[config.mk]
export PLATFORM = sky130hd
export DESIGN_NAME = cfs_supervisor
export DESIGN_NICKNAME = d
export VERILOG_FILES = /design/src/common/cfs_pkg.sv /design/src/cfs_supervisor.sv
export VERILOG_INCLUDE_DIRS = /design/src /design/src/common
export SDC_FILE = /design/constraint.sdc
export NUM_CORES = 1
export LEC_CHECK = 0
export ABC_AREA = 1
export ABC_CLOCK_PERIOD_IN_PS = 2400
export BUFFER_PORTS_ARGS = -buffer_cell sky130_fd_sc_hd__buf_2
export CORE_MARGIN = 5
export CORE_UTILIZATION = 67
export DETAILED_ROUTE_END_ITERATION = 12
export PLACE_DENSITY = 0.87
export REMOVE_ABC_BUFFERS = 1
export SETUP_SLACK_MARGIN = 0.05
export SYNTH_ARGS = -nofsm -noshare
export SYNTH_HDL_FRONTEND = slang
export SYNTH_SLANG_ARGS = --single-unit
[constraint.sdc]
create_clock -name pclk -period 2.4 [get_ports pclk]
set_input_delay 0.36 -clock pclk [delete_from_list [all_inputs] [get_ports pclk]]
set_output_delay 0.36 -clock pclk [all_outputs]
set_load 0.02 [all_outputs]
[src/common/cfs_defs.svh]
// register offsets, field positions, reset values and timing counts of the fault supervisor
`ifndef CFS_DEFS_SVH
`define CFS_DEFS_SVH
`define CFS_OFF_CTRL   12'h000
`define CFS_OFF_STAT   12'h004
`define CFS_OFF_MASK   12'h008
`define CFS_OFF_BUSTO  12'h00c
`define CFS_OFF_TXTO   12'h010
`define CFS_OFF_RXTO   12'h014
`define CFS_OFF_LINES  12'h018
// ctrl fields
`define CFS_CTRL_MODE_LSB 0
`define CFS_CTRL_RELEASE  4
// stat / mask bit positions
`define CFS_ST_DOMCLAMP  0
`define CFS_ST_TXRXSHORT 1
`define CFS_ST_RXCLAMP   2
`define CFS_ST_TXTIMEOUT 3
`define CFS_ST_BUSFAULT  4
`define CFS_ST_OVERTEMP  5
`define CFS_ST_UNDERV    6
`define CFS_ST_TXBLOCK   7
`define CFS_ST_W         8
`define CFS_MASK_RESET   8'h00
// timeout defaults in cycles of pclk
`define CFS_BUSTO_RESET  32'h0000_0fa0
`define CFS_TXTO_RESET   32'h0000_0fa0
`define CFS_RXTO_RESET   32'h0000_0fa0
`endif

[src/common/cfs_pkg.sv]
// types of the fault supervisor
package cfs_pkg;
  typedef enum logic [3:0] {
    CFS_MODE_OFF    = 4'b0001,
    CFS_MODE_WAKE   = 4'b0010,
    CFS_MODE_NORMAL = 4'b0100,
    CFS_MODE_RXONLY = 4'b1000
  } cfs_mode_t;
  typedef struct packed {
    logic       bus_dominant;
    logic       tx_dominant;
    logic       rx_dominant;
    logic       overtemp;
    logic       undervoltage;
    logic [5:0] line_fault;
  } cfs_sense_t;
endpackage

[src/cfs_supervisor.sv]
// fault supervisor of the high speed bus transceiver with apb control
//
// Notes on behaviour
// - long bus dominant flags clamp, forces receive-only
// - clamp shown in status, interrupt low unmasked
// - receive-only holds until software selects normal
// - detect transmit-receive short, report in status
// - short drives interrupt low unless masked
// - short inhibits transmitter until software release
// - overtemperature disables driver, returns keeping mode
// - after cooling wait transmit recessive edge
// - receive stuck recessive during traffic blocks transmitter
// - stuck receive needs software release afterwards
// - detect six bus line short faults
// - line fault sets bus flag, interrupts unmasked
// - line fault leaves operating mode unchanged
// - stabilizer enabled in normal and receive-only
// - undervoltage taken from shared regulator monitors
// - receive-only disables driver, reception stays
// - long transmit dominant stops driving, reports ground short
//
// Chosen here: the APB register port and the address map.
`timescale 1ns/1ps
`include "cfs_defs.svh"
module cfs_supervisor #(
  parameter int CNT_W = 32
) (
  input  wire logic              pclk,
  input  wire logic              presetn,
  input  wire logic              psel,
  input  wire logic              penable,
  input  wire logic              pwrite,
  input  wire logic [11:0]       paddr,
  input  wire logic [31:0]       pwdata,
  output logic      [31:0]       prdata,
  output logic                   pready,
  output logic                   pslverr,
  input  wire cfs_pkg::cfs_sense_t sense,
  input  wire logic              txd,
  input  wire logic              rxd_in,
  output logic                   rxd,
  output logic                   drv_en,
  output logic                   split_oe_n,
  output logic                   int_n
);
  // ************************************
  // apb registers, fault counters and internal signals
  // ************************************
  cfs_pkg::cfs_mode_t   mode;
  cfs_pkg::cfs_mode_t   next_mode;
  logic [`CFS_ST_W-1:0] stat;
  logic [`CFS_ST_W-1:0] next_stat;
  logic [`CFS_ST_W-1:0] mask;
  logic [`CFS_ST_W-1:0] next_mask;
  logic [`CFS_ST_W-2:0] irq_src;
  logic [CNT_W-1:0]     busto;
  logic [CNT_W-1:0]     txto;
  logic [CNT_W-1:0]     rxto;
  logic [CNT_W-1:0]     next_busto;
  logic [CNT_W-1:0]     next_txto;
  logic [CNT_W-1:0]     next_rxto;
  logic [CNT_W-1:0]     bus_cnt;
  logic [CNT_W-1:0]     tx_cnt;
  logic [CNT_W-1:0]     rx_cnt;
  logic [CNT_W-1:0]     next_bus_cnt;
  logic [CNT_W-1:0]     next_tx_cnt;
  logic [CNT_W-1:0]     next_rx_cnt;
  logic                 ot_wait;
  logic                 next_ot_wait;
  logic                 txd_q;
  logic                 next_txd_q;
  logic [31:0]          next_prdata;
  logic                 next_pready;
  logic                 next_pslverr;
  logic                 next_rxd;
  logic                 next_drv_en;
  logic                 next_split_oe_n;
  logic                 next_int_n;
  logic                 wr;
  logic                 rd;
  logic                 hit;
  logic                 rel_cmd;
  logic                 txblk;
  logic                 dom_evt;
  logic                 sh_evt;
  logic                 rxc_evt;
  logic                 txo_evt;
  logic                 rxc_now;
  logic                 mode_normal;
  logic                 mode_active;

  assign wr = psel & penable & pwrite & ~pready;
  assign rd = psel & penable & ~pwrite & ~pready;

  always_comb begin
    hit = 1'b0;
    case (paddr)
      `CFS_OFF_CTRL:  hit = 1'b1;
      `CFS_OFF_STAT:  hit = 1'b1;
      `CFS_OFF_MASK:  hit = 1'b1;
      `CFS_OFF_BUSTO: hit = 1'b1;
      `CFS_OFF_TXTO:  hit = 1'b1;
      `CFS_OFF_RXTO:  hit = 1'b1;
      `CFS_OFF_LINES: hit = 1'b1;
      default:        hit = 1'b0;
    endcase
  end
  assign rel_cmd = wr & (paddr == `CFS_OFF_CTRL) & pwdata[`CFS_CTRL_RELEASE];

  // ************************************
  // fault detection
  // ************************************
  assign dom_evt = (busto != '0) && (bus_cnt == busto);
  assign txo_evt = (txto != '0) && (tx_cnt == txto);
  assign sh_evt  = drv_en & txd & ~rxd_in & ~sense.bus_dominant;
  assign rxc_now = sense.bus_dominant & rxd_in;
  assign rxc_evt = (rxto != '0) && (rx_cnt == rxto);
  assign txblk = stat[`CFS_ST_TXRXSHORT] | stat[`CFS_ST_RXCLAMP] | stat[`CFS_ST_TXTIMEOUT] | ot_wait;

  always_comb begin
    next_bus_cnt = sense.bus_dominant ? ((bus_cnt == busto) ? bus_cnt : bus_cnt + 1'b1) : '0;
    next_tx_cnt  = ~txd ? ((tx_cnt == txto) ? tx_cnt : tx_cnt + 1'b1) : '0;
    next_rx_cnt  = rxc_now ? ((rx_cnt == rxto) ? rx_cnt : rx_cnt + 1'b1) : '0;
    next_txd_q = txd;
    next_ot_wait = ot_wait;
    if (sense.overtemp) begin
      next_ot_wait = 1'b1;
    end else if (ot_wait & ~txd_q & txd) begin
      next_ot_wait = 1'b0;
    end
  end

  // ************************************
  // mode, status and bus slave
  // ************************************
  always_comb begin
    next_mode = mode;
    next_mask = mask;
    next_busto = busto;
    next_txto = txto;
    next_rxto = rxto;
    next_stat = stat;
    next_prdata = prdata;
    next_pready = 1'b0;
    next_pslverr = 1'b0;
    if (wr) begin
      case (paddr)
        `CFS_OFF_CTRL: begin
          if (pwdata[3:0] == cfs_pkg::CFS_MODE_OFF || pwdata[3:0] == cfs_pkg::CFS_MODE_WAKE ||
              pwdata[3:0] == cfs_pkg::CFS_MODE_NORMAL || pwdata[3:0] == cfs_pkg::CFS_MODE_RXONLY) begin
            next_mode = cfs_pkg::cfs_mode_t'(pwdata[3:0]);
          end
        end
        `CFS_OFF_STAT:  next_stat = stat & ~pwdata[`CFS_ST_W-1:0];
        `CFS_OFF_MASK:  next_mask = pwdata[`CFS_ST_W-1:0];
        `CFS_OFF_BUSTO: next_busto = pwdata[CNT_W-1:0];
        `CFS_OFF_TXTO:  next_txto = pwdata[CNT_W-1:0];
        `CFS_OFF_RXTO:  next_rxto = pwdata[CNT_W-1:0];
        default: next_mode = mode;
      endcase
    end
    if (rel_cmd) begin
      next_stat[`CFS_ST_TXRXSHORT] = 1'b0;
      next_stat[`CFS_ST_TXTIMEOUT] = 1'b0;
      if (~rxc_now) begin
        next_stat[`CFS_ST_RXCLAMP] = 1'b0;
      end
    end
    if (wr | rd) begin
      next_pready = 1'b1;
      next_pslverr = ~hit;
    end
    if (rd) begin
      case (paddr)
        `CFS_OFF_CTRL:  next_prdata = {28'h0000000, mode};
        `CFS_OFF_STAT:  next_prdata = {24'h000000, txblk, stat[`CFS_ST_W-2:0]};
        `CFS_OFF_MASK:  next_prdata = {24'h000000, mask};
        `CFS_OFF_BUSTO: next_prdata = 32'(busto);
        `CFS_OFF_TXTO:  next_prdata = 32'(txto);
        `CFS_OFF_RXTO:  next_prdata = 32'(rxto);
        `CFS_OFF_LINES: next_prdata = {26'h0, sense.line_fault};
        default:        next_prdata = 32'h0000_0000;
      endcase
    end
    // hardware sets win over software clears
    if (dom_evt) begin
      next_stat[`CFS_ST_DOMCLAMP] = 1'b1;
      if (mode == cfs_pkg::CFS_MODE_NORMAL) begin
        next_mode = cfs_pkg::CFS_MODE_RXONLY;
      end
    end
    if (sh_evt) next_stat[`CFS_ST_TXRXSHORT] = 1'b1;
    if (rxc_evt) next_stat[`CFS_ST_RXCLAMP] = 1'b1;
    if (txo_evt) next_stat[`CFS_ST_TXTIMEOUT] = 1'b1;
    if (|sense.line_fault) next_stat[`CFS_ST_BUSFAULT] = 1'b1;
    if (sense.overtemp) next_stat[`CFS_ST_OVERTEMP] = 1'b1;
    if (sense.undervoltage) next_stat[`CFS_ST_UNDERV] = 1'b1;
    next_stat[`CFS_ST_TXBLOCK] = 1'b0;
  end

  // ************************************
  // pin outputs
  // ************************************
  // ************************************
  // mode decode
  // ************************************
  always_comb begin
    mode_normal = 1'b0;
    mode_active = 1'b0;
    case (mode)
      cfs_pkg::CFS_MODE_OFF: begin
        mode_normal = 1'b0;
        mode_active = 1'b0;
      end
      cfs_pkg::CFS_MODE_WAKE: begin
        mode_normal = 1'b0;
        mode_active = 1'b0;
      end
      cfs_pkg::CFS_MODE_NORMAL: begin
        mode_normal = 1'b1;
        mode_active = 1'b1;
      end
      cfs_pkg::CFS_MODE_RXONLY: begin
        mode_normal = 1'b0;
        mode_active = 1'b1;
      end
      default: begin
        mode_normal = 1'b0;
        mode_active = 1'b0;
      end
    endcase
  end

  genvar gi;
  generate
    for (gi = 0; gi < `CFS_ST_W - 1; gi++) begin : g_irq
      assign irq_src[gi] = stat[gi] & ~mask[gi];
    end
  endgenerate

  always_comb begin
    next_drv_en = mode_normal & ~sense.overtemp & ~txblk;
    next_rxd = mode_active ? ~sense.rx_dominant : 1'b1;
    next_split_oe_n = ~mode_active;
    next_int_n = ~(|irq_src);
  end

  always_ff @(posedge pclk or negedge presetn) begin
    if (!presetn) begin
      bus_cnt    <= '0;
      tx_cnt     <= '0;
      rx_cnt     <= '0;
      ot_wait    <= 1'b0;
      txd_q      <= 1'b1;
    end else begin
      bus_cnt    <= next_bus_cnt;
      tx_cnt     <= next_tx_cnt;
      rx_cnt     <= next_rx_cnt;
      ot_wait    <= next_ot_wait;
      txd_q      <= next_txd_q;
    end
  end

  always_ff @(posedge pclk or negedge presetn) begin
    if (!presetn) begin
      mode       <= cfs_pkg::CFS_MODE_OFF;
      stat       <= '0;
      mask       <= `CFS_MASK_RESET;
      busto      <= CNT_W'(`CFS_BUSTO_RESET);
      txto       <= CNT_W'(`CFS_TXTO_RESET);
      rxto       <= CNT_W'(`CFS_RXTO_RESET);
      prdata     <= 32'h0000_0000;
      pready     <= 1'b0;
      pslverr    <= 1'b0;
    end else begin
      mode       <= next_mode;
      stat       <= next_stat;
      mask       <= next_mask;
      busto      <= next_busto;
      txto       <= next_txto;
      rxto       <= next_rxto;
      prdata     <= next_prdata;
      pready     <= next_pready;
      pslverr    <= next_pslverr;
    end
  end

  always_ff @(posedge pclk or negedge presetn) begin
    if (!presetn) begin
      rxd        <= 1'b1;
      drv_en     <= 1'b0;
      split_oe_n <= 1'b1;
      int_n      <= 1'b1;
    end else begin
      rxd        <= next_rxd;
      drv_en     <= next_drv_en;
      split_oe_n <= next_split_oe_n;
      int_n      <= next_int_n;
    end
  end
endmodule

After elaboration in Yosys (flattened, before gate mapping) --
Cells that the tools add are included.
Storage, ports and cells: flip-flop bits (word level) 251, bits of input ports 62, output and inout bits 38, logic and storage cells 159
Cells by class: add/subtract/negate cells 3, equal/unequal tests 18, muxes and demuxes 31, bitwise logic cells 46, reduce and logical (&&, ||, !) cells 37
Operator list (number):
- one-hot mux 32 bit (7 select lines) | 1
- 2-to-1 mux 32 bit | 6
- adder 32 x 1 -> 32 bit (second input constant) | 3
- equality test 32 bit | 3
- nonzero test 32 bit | 3
- equality test 12 x 5 -> 1 bit (second input constant) | 3
- equality test 12 x 4 -> 1 bit (second input constant) | 2
- bitwise AND 1 bit | 22
- 2-to-1 mux 4 bit | 5
- AND reduction 2 bit | 10
- inverter 1 bit | 18
- nonzero test 2 bit | 9
- 2-to-1 mux 1 bit | 16
- 2-to-1 mux 7 bit | 2
- OR reduction 7 bit | 2
- equality test 12 x 3 -> 1 bit (second input constant) | 1
- logical NOT 12 bit | 1
- nonzero test 3 bit | 4
- equality test 4 x 3 -> 1 bit (second input constant) | 2
- equality test 4 bit (second input constant) | 2
- bitwise AND 7 bit | 1
- inverter 7 bit | 1
- inequality test 2 bit (second input constant) | 3
- OR reduction 6 bit | 1
- other kinds (7) | 14

Logic depth before layout (Yosys ltp) --
depth after elaboration 9, gate-level depth with buffers 13, mapped depth without buffers 11

Worst setup path before layout --
No wires, ideal clock.
path type register to register, start point register bus_cnt[1], end point register bus_cnt[28], setup time 0.066 ns, arrival time 1.512 ns, required time 2.334 ns, setup slack 0.822 ns, cell stages (with the launch flop) 12, path buffers 1, clock period less this slack 1.578 ns, path through dfrtp_1 ha_1 buf_2 inv_1 nor2_2 inv_2 nor2_1 nand2_1 nand2_1 nand2_1 nand3b_1 nand2_1
On the way: word-level cells in the longest chain between the ends 3, elaborated cells on any way between the ends 5, classes of those cells add/sub: 1; eq/ne: 2; mux: 2
Ends and longest elaborated chain:
- from (decl) | line cfs_supervisor.sv:62 | logic [CNT_W-1:0] bus_cnt;
- from (signal assigned) | line cfs_supervisor.sv:256 | bus_cnt <= next_bus_cnt;
- adder 32 x 1 -> 32 bit | line cfs_supervisor.sv:121 | next_bus_cnt = sense.bus_dominant ? ((bus_cnt == busto) ? bus_cnt : bus_cnt + 1'b1) : '0;
- 2-to-1 mux 32 bit (2 in a row) | line cfs_supervisor.sv:121
Parallel ways exist; a longest one is shown, timed or not. The select of a mux whose other input is x is not followed. A chain may end at the register's enable or synchronous reset.

Worst setup path after layout --
start point register pready, end point register busto[18]
On the way: word-level cells in the longest chain between the ends 3
Ends and longest elaborated chain:
- from (decl) | line cfs_supervisor.sv:36 | output logic pready,
- from (signal assigned) | line cfs_supervisor.sv:283 | pready <= next_pready;
- inverter 1 bit | line cfs_supervisor.sv:92 | assign wr = psel & penable & pwrite & ~pready;
- bitwise AND 1 bit | line cfs_supervisor.sv:92
- AND reduction 2 bit (no line)
- to (signal assigned) | line cfs_supervisor.sv:269 | busto <= CNT_W'(`CFS_BUSTO_RESET);
- to (signal assigned) | line cfs_supervisor.sv:279 | busto <= next_busto;
- to (decl) | line cfs_supervisor.sv:56 | logic [CNT_W-1:0] busto;
No other way between the ends.

==> key figures <==
Run status
  – Run status: completed

Min path
  – Hold EP: stat[4]
  – Hold path depth: 3
  – Hold Crit Class: input pin to flip-flop
  – Worst Hold Launch: sense[3]

Logic synthesis
  – Synth Cell Area: 0.01606 mm2
  – Asr flop ratio synth: 100.0%
  – Count of cell types in the netlist: 43
  – Synth warn: 0
  – Average cell area after synthesis: 7.175 um2
  – Syn Inst Count: 2238
  – Post-synth EDFFs: 0
  – Cell taking the most area after synthesis: dfrtp_1
  – Number of synthesized register bits: 251
  – Top cells by area, synth: dfrtp_1, nand2_1, xnor2_1
  – Area share of the largest cell type after synthesis: 35.53%
  – Share of the yosys chip area belonging to registers: 39.29%
  – Top_reg_cell synth: dfrtp_1

Power
  – Sw power: 2.629 mW
  – Sequential share of power: 44.1%
  – Leakage power: 8.988 nW
  – Max rail drop VDD: 0.4475 mV
  – Logic pwr share: 10.0%
  – Pint: 7.157 mW
  – Switching Share: 26.86%
  – Tot Pwr: 9.786 mW
  – Pwr per Cell Area: 554.8 mW/mm2
  – Clock share of power: 45.8%

Route
  – Routed wire length: 48520 um
  – 1st-pass router iterations: 6
  – Vias per cell: 5.938
  – Vias: 15740
  – Drt initial violations: 1867
  – DRC viols: 0
  – DR WL/cell: 18.31 um
  – Antenna-violating nets left: 0

STA
  – Slew at the pin closest to its max-slew limit: 1275 ps
  – Layout Skew: 14.74 ps
  – Post-route minimum period: 2105 ps
  – Final Hold Viols: 0
  – Relative slew slack: 14.94%
  – Setup TNS: 0 ps
  – RSZ-0062 raised after global routing: false
  – Final Max Tran Viols: 0
  – Max Freq: 0.4750 GHz
  – Post-route clock period utilization: 87.72%
  – Final Setup Violations: 0

GRT
  – GRT overflow: 0
  – Vias in the first global route: 15090
  – Met2 usage: 59.34%
  – Global-route wire length before repair: 78200 um
  – Largest net degree at the start of global routing: 66
  – Gr busiest metal: met2
  – Total GRT Usage: 36.30%
  – M3 GR Usage: 5.765%
  – Met1 usage: 46.95%
  – Initial antenna violation count: 0

Die
  – Ports: 100
  – Die height: 164.8 um
  – Starting Density: 68.21%
  – Die area: 0.02716 mm2
  – # rows: 56
  – Die width: 164.8 um
  – Placeable Area: 0.02354 mm2

Clocking
  – Root Driver: clkbuf_16
  – H-tree depth: 1
  – Clk slew on worst S/H paths: 60 ps
  – CTS sink cnt: 251
  – # hold bufs at CTS: 5
  – Cts bufs inserted: 27
  – Resized cells post-CTS: 0
  – Post-CTS setup buffer count: 0
  – TritonCTS clock tree: done
  – Clock Path Buffers: 3
  – Worst-Skew Late Latency: 560 ps

Final layout
  – Final Net Count: 2375
  – Commonest non-fill, non-tap cell in the layout: nand2_1
  – # diodes: 0
  – Commonest cells after routing, fill and taps aside: nand2_1, dfrtp_1, nor2_1, inv_1, nand3_1
  – Fillers: 1791
  – Area delta synth->final: 9.833%
  – Layout cells sized above 1: 13.00%

Critical path
  – Levels on crit path: 5
  – RR Endpoint: busto[18]
  – Reg2reg setup slack: 290 ps
  – Crit path cell chain: nand3b_4 -> nor2_2 -> nand2_4 -> nand2_1 -> o21ai_1
  – Startpoint types: flip-flop
  – Critical path's top delay family: simple AND/OR/NAND/NOR gates
  – CP Capture Type: flip-flop
  – CP peak stage delay: 560 ps
  – Buf+Inv Stages, Crit Path: 0
  – Crit Reg-Reg Startpoint: pready
  – Slowest cell on crit path: nand2_4
  – CP arrival: 2510 ps
  – Critical path peak fanout: 64
  – Worst Path Class, Setup: flip-flop to flip-flop
  – Required time worst endpoint: 2810 ps
  – R2R cell count: 5

Run
  – Maxcap violations: 0

Placement
  – Placer Congestion: 0.9788
  – Dpl hpwl: 34550 um
  – Port bufs: 98
-- registers in the layout, indices dropped and copies added (netlist names) --
register    cells
bus_cnt        32
busto          32
prdata         32
rx_cnt         32
rxto           32
tx_cnt         32
txto           32
mask            8
stat            7
mode            4
drv_en          1
int_n           1
ot_wait         1
pready          1
pslverr         1
rxd             1
split_oe_n      1
txd_q           1
-- layout make-up --
| type | instances | area, um2 | area share, % |
|---|---|---|---|
| clock buffers | 38 | 777.0 | 4.406 |
| repair buffers | 128 | 800.8 | 4.540 |
| inverters | 211 | 803.3 | 4.554 |
| multi-input cells | 1691 | 8372 | 47.47 |
| flip-flops and latches | 251 | 6310 | 35.78 |
| well taps | 319 | 399.1 | 2.263 |
| clock inverters | 12 | 175.2 | 0.9932 |
-- synthesized netlist by cell type (3+ instances only) --
cell / instances
nor3_4: 3
nand3b_1: 26
nand2_4: 7
inv_1: 203
buf_2: 27
nand4_1: 105
o21ai_1: 69
or2_1: 3
o211ai_2: 13
nor4_1: 16
buf_6: 20
buf_1: 7
o21ai_2: 31
ha_1: 3
o21ai_0: 15
xnor2_1: 101
o211ai_1: 6
o22ai_1: 3
dfrtp_1: 228
nor3_1: 15
nor2_4: 11
dfstp_2: 23
nand2_2: 14
buf_4: 14
xor2_1: 24
nand2_1: 821
nor2_1: 213
clkbuf_1: 15
nand3_1: 168
nor2_2: 15
inv_2: 4
-- stage by stage --
step | std cells | cell area (um2) | util (%) | hold slack [ps] | setup WS [ps]
floorplan | 2153 | 15480 | - | 64.41 | -304.3
finish | 2650 | 17640 | 74.91 | 55.15 | 294.8
global route | 2650 | 17640 | 74.91 | 61.81 | 185.0
CTS | 2650 | 17640 | 74.91 | 51.40 | 367.2
global placement | 2595 | 16630 | 70.66 | 333.2 | 214.1
detailed placement | 2595 | 16630 | 70.66 | 338.8 | 126.3
-- layer usage --
metal  share of wire (%)  routed length, um
met1                  38              18610
met2                  47              22690
met3                 8.8               4288
met4                 6.0               2925
met5                   0                  0
-- power groups by stage --
stage	Clock, mW	Sequential, mW	Combinational, mW
floorplan	0	4.37	0.491
global placement	0	4.39	0.929
detailed placement	0	4.39	0.959
CTS	4.49	4.31	0.965
global route	4.67	4.32	1.06
finish	4.49	4.32	0.983
-- cell families (layout without fill, tap and decap cells) --
group / Yosys count / after routing / synth area share, %
AOI/OAI and AO/OA: 139 / 139 / 5.820
xor gates and xnor gates: 125 / 125 / 6.818
adders and majority gates: 3 / 3 / 0.2338
buffers and inverters: 296 / 389 / 8.602
DFF: 251 / 251 / 39.29
and+or+nand+nor: 1424 / 1424 / 39.23
-- worst register-to-register path: stages (launching register included) --
cell	delay [ps]
dfrtp_1	380
nand3b_4	180
nor2_2	470
nand2_4	570
nand2_1	270
o21ai_1	90
-- worst max-delay path by stage --
stage	end	slack, ps	startpoint
final	busto[18]	290	pready
after global routing	busto[18]	180	pready
after CTS	busto[18]	370	pready
after detailed placement	txto[4]	130	paddr[11]
after global placement	txto[24]	210	paddr[11]
after floorplan	prdata[0]	-300	pready
No activity file was read; power rests on OpenSTA's default activity.
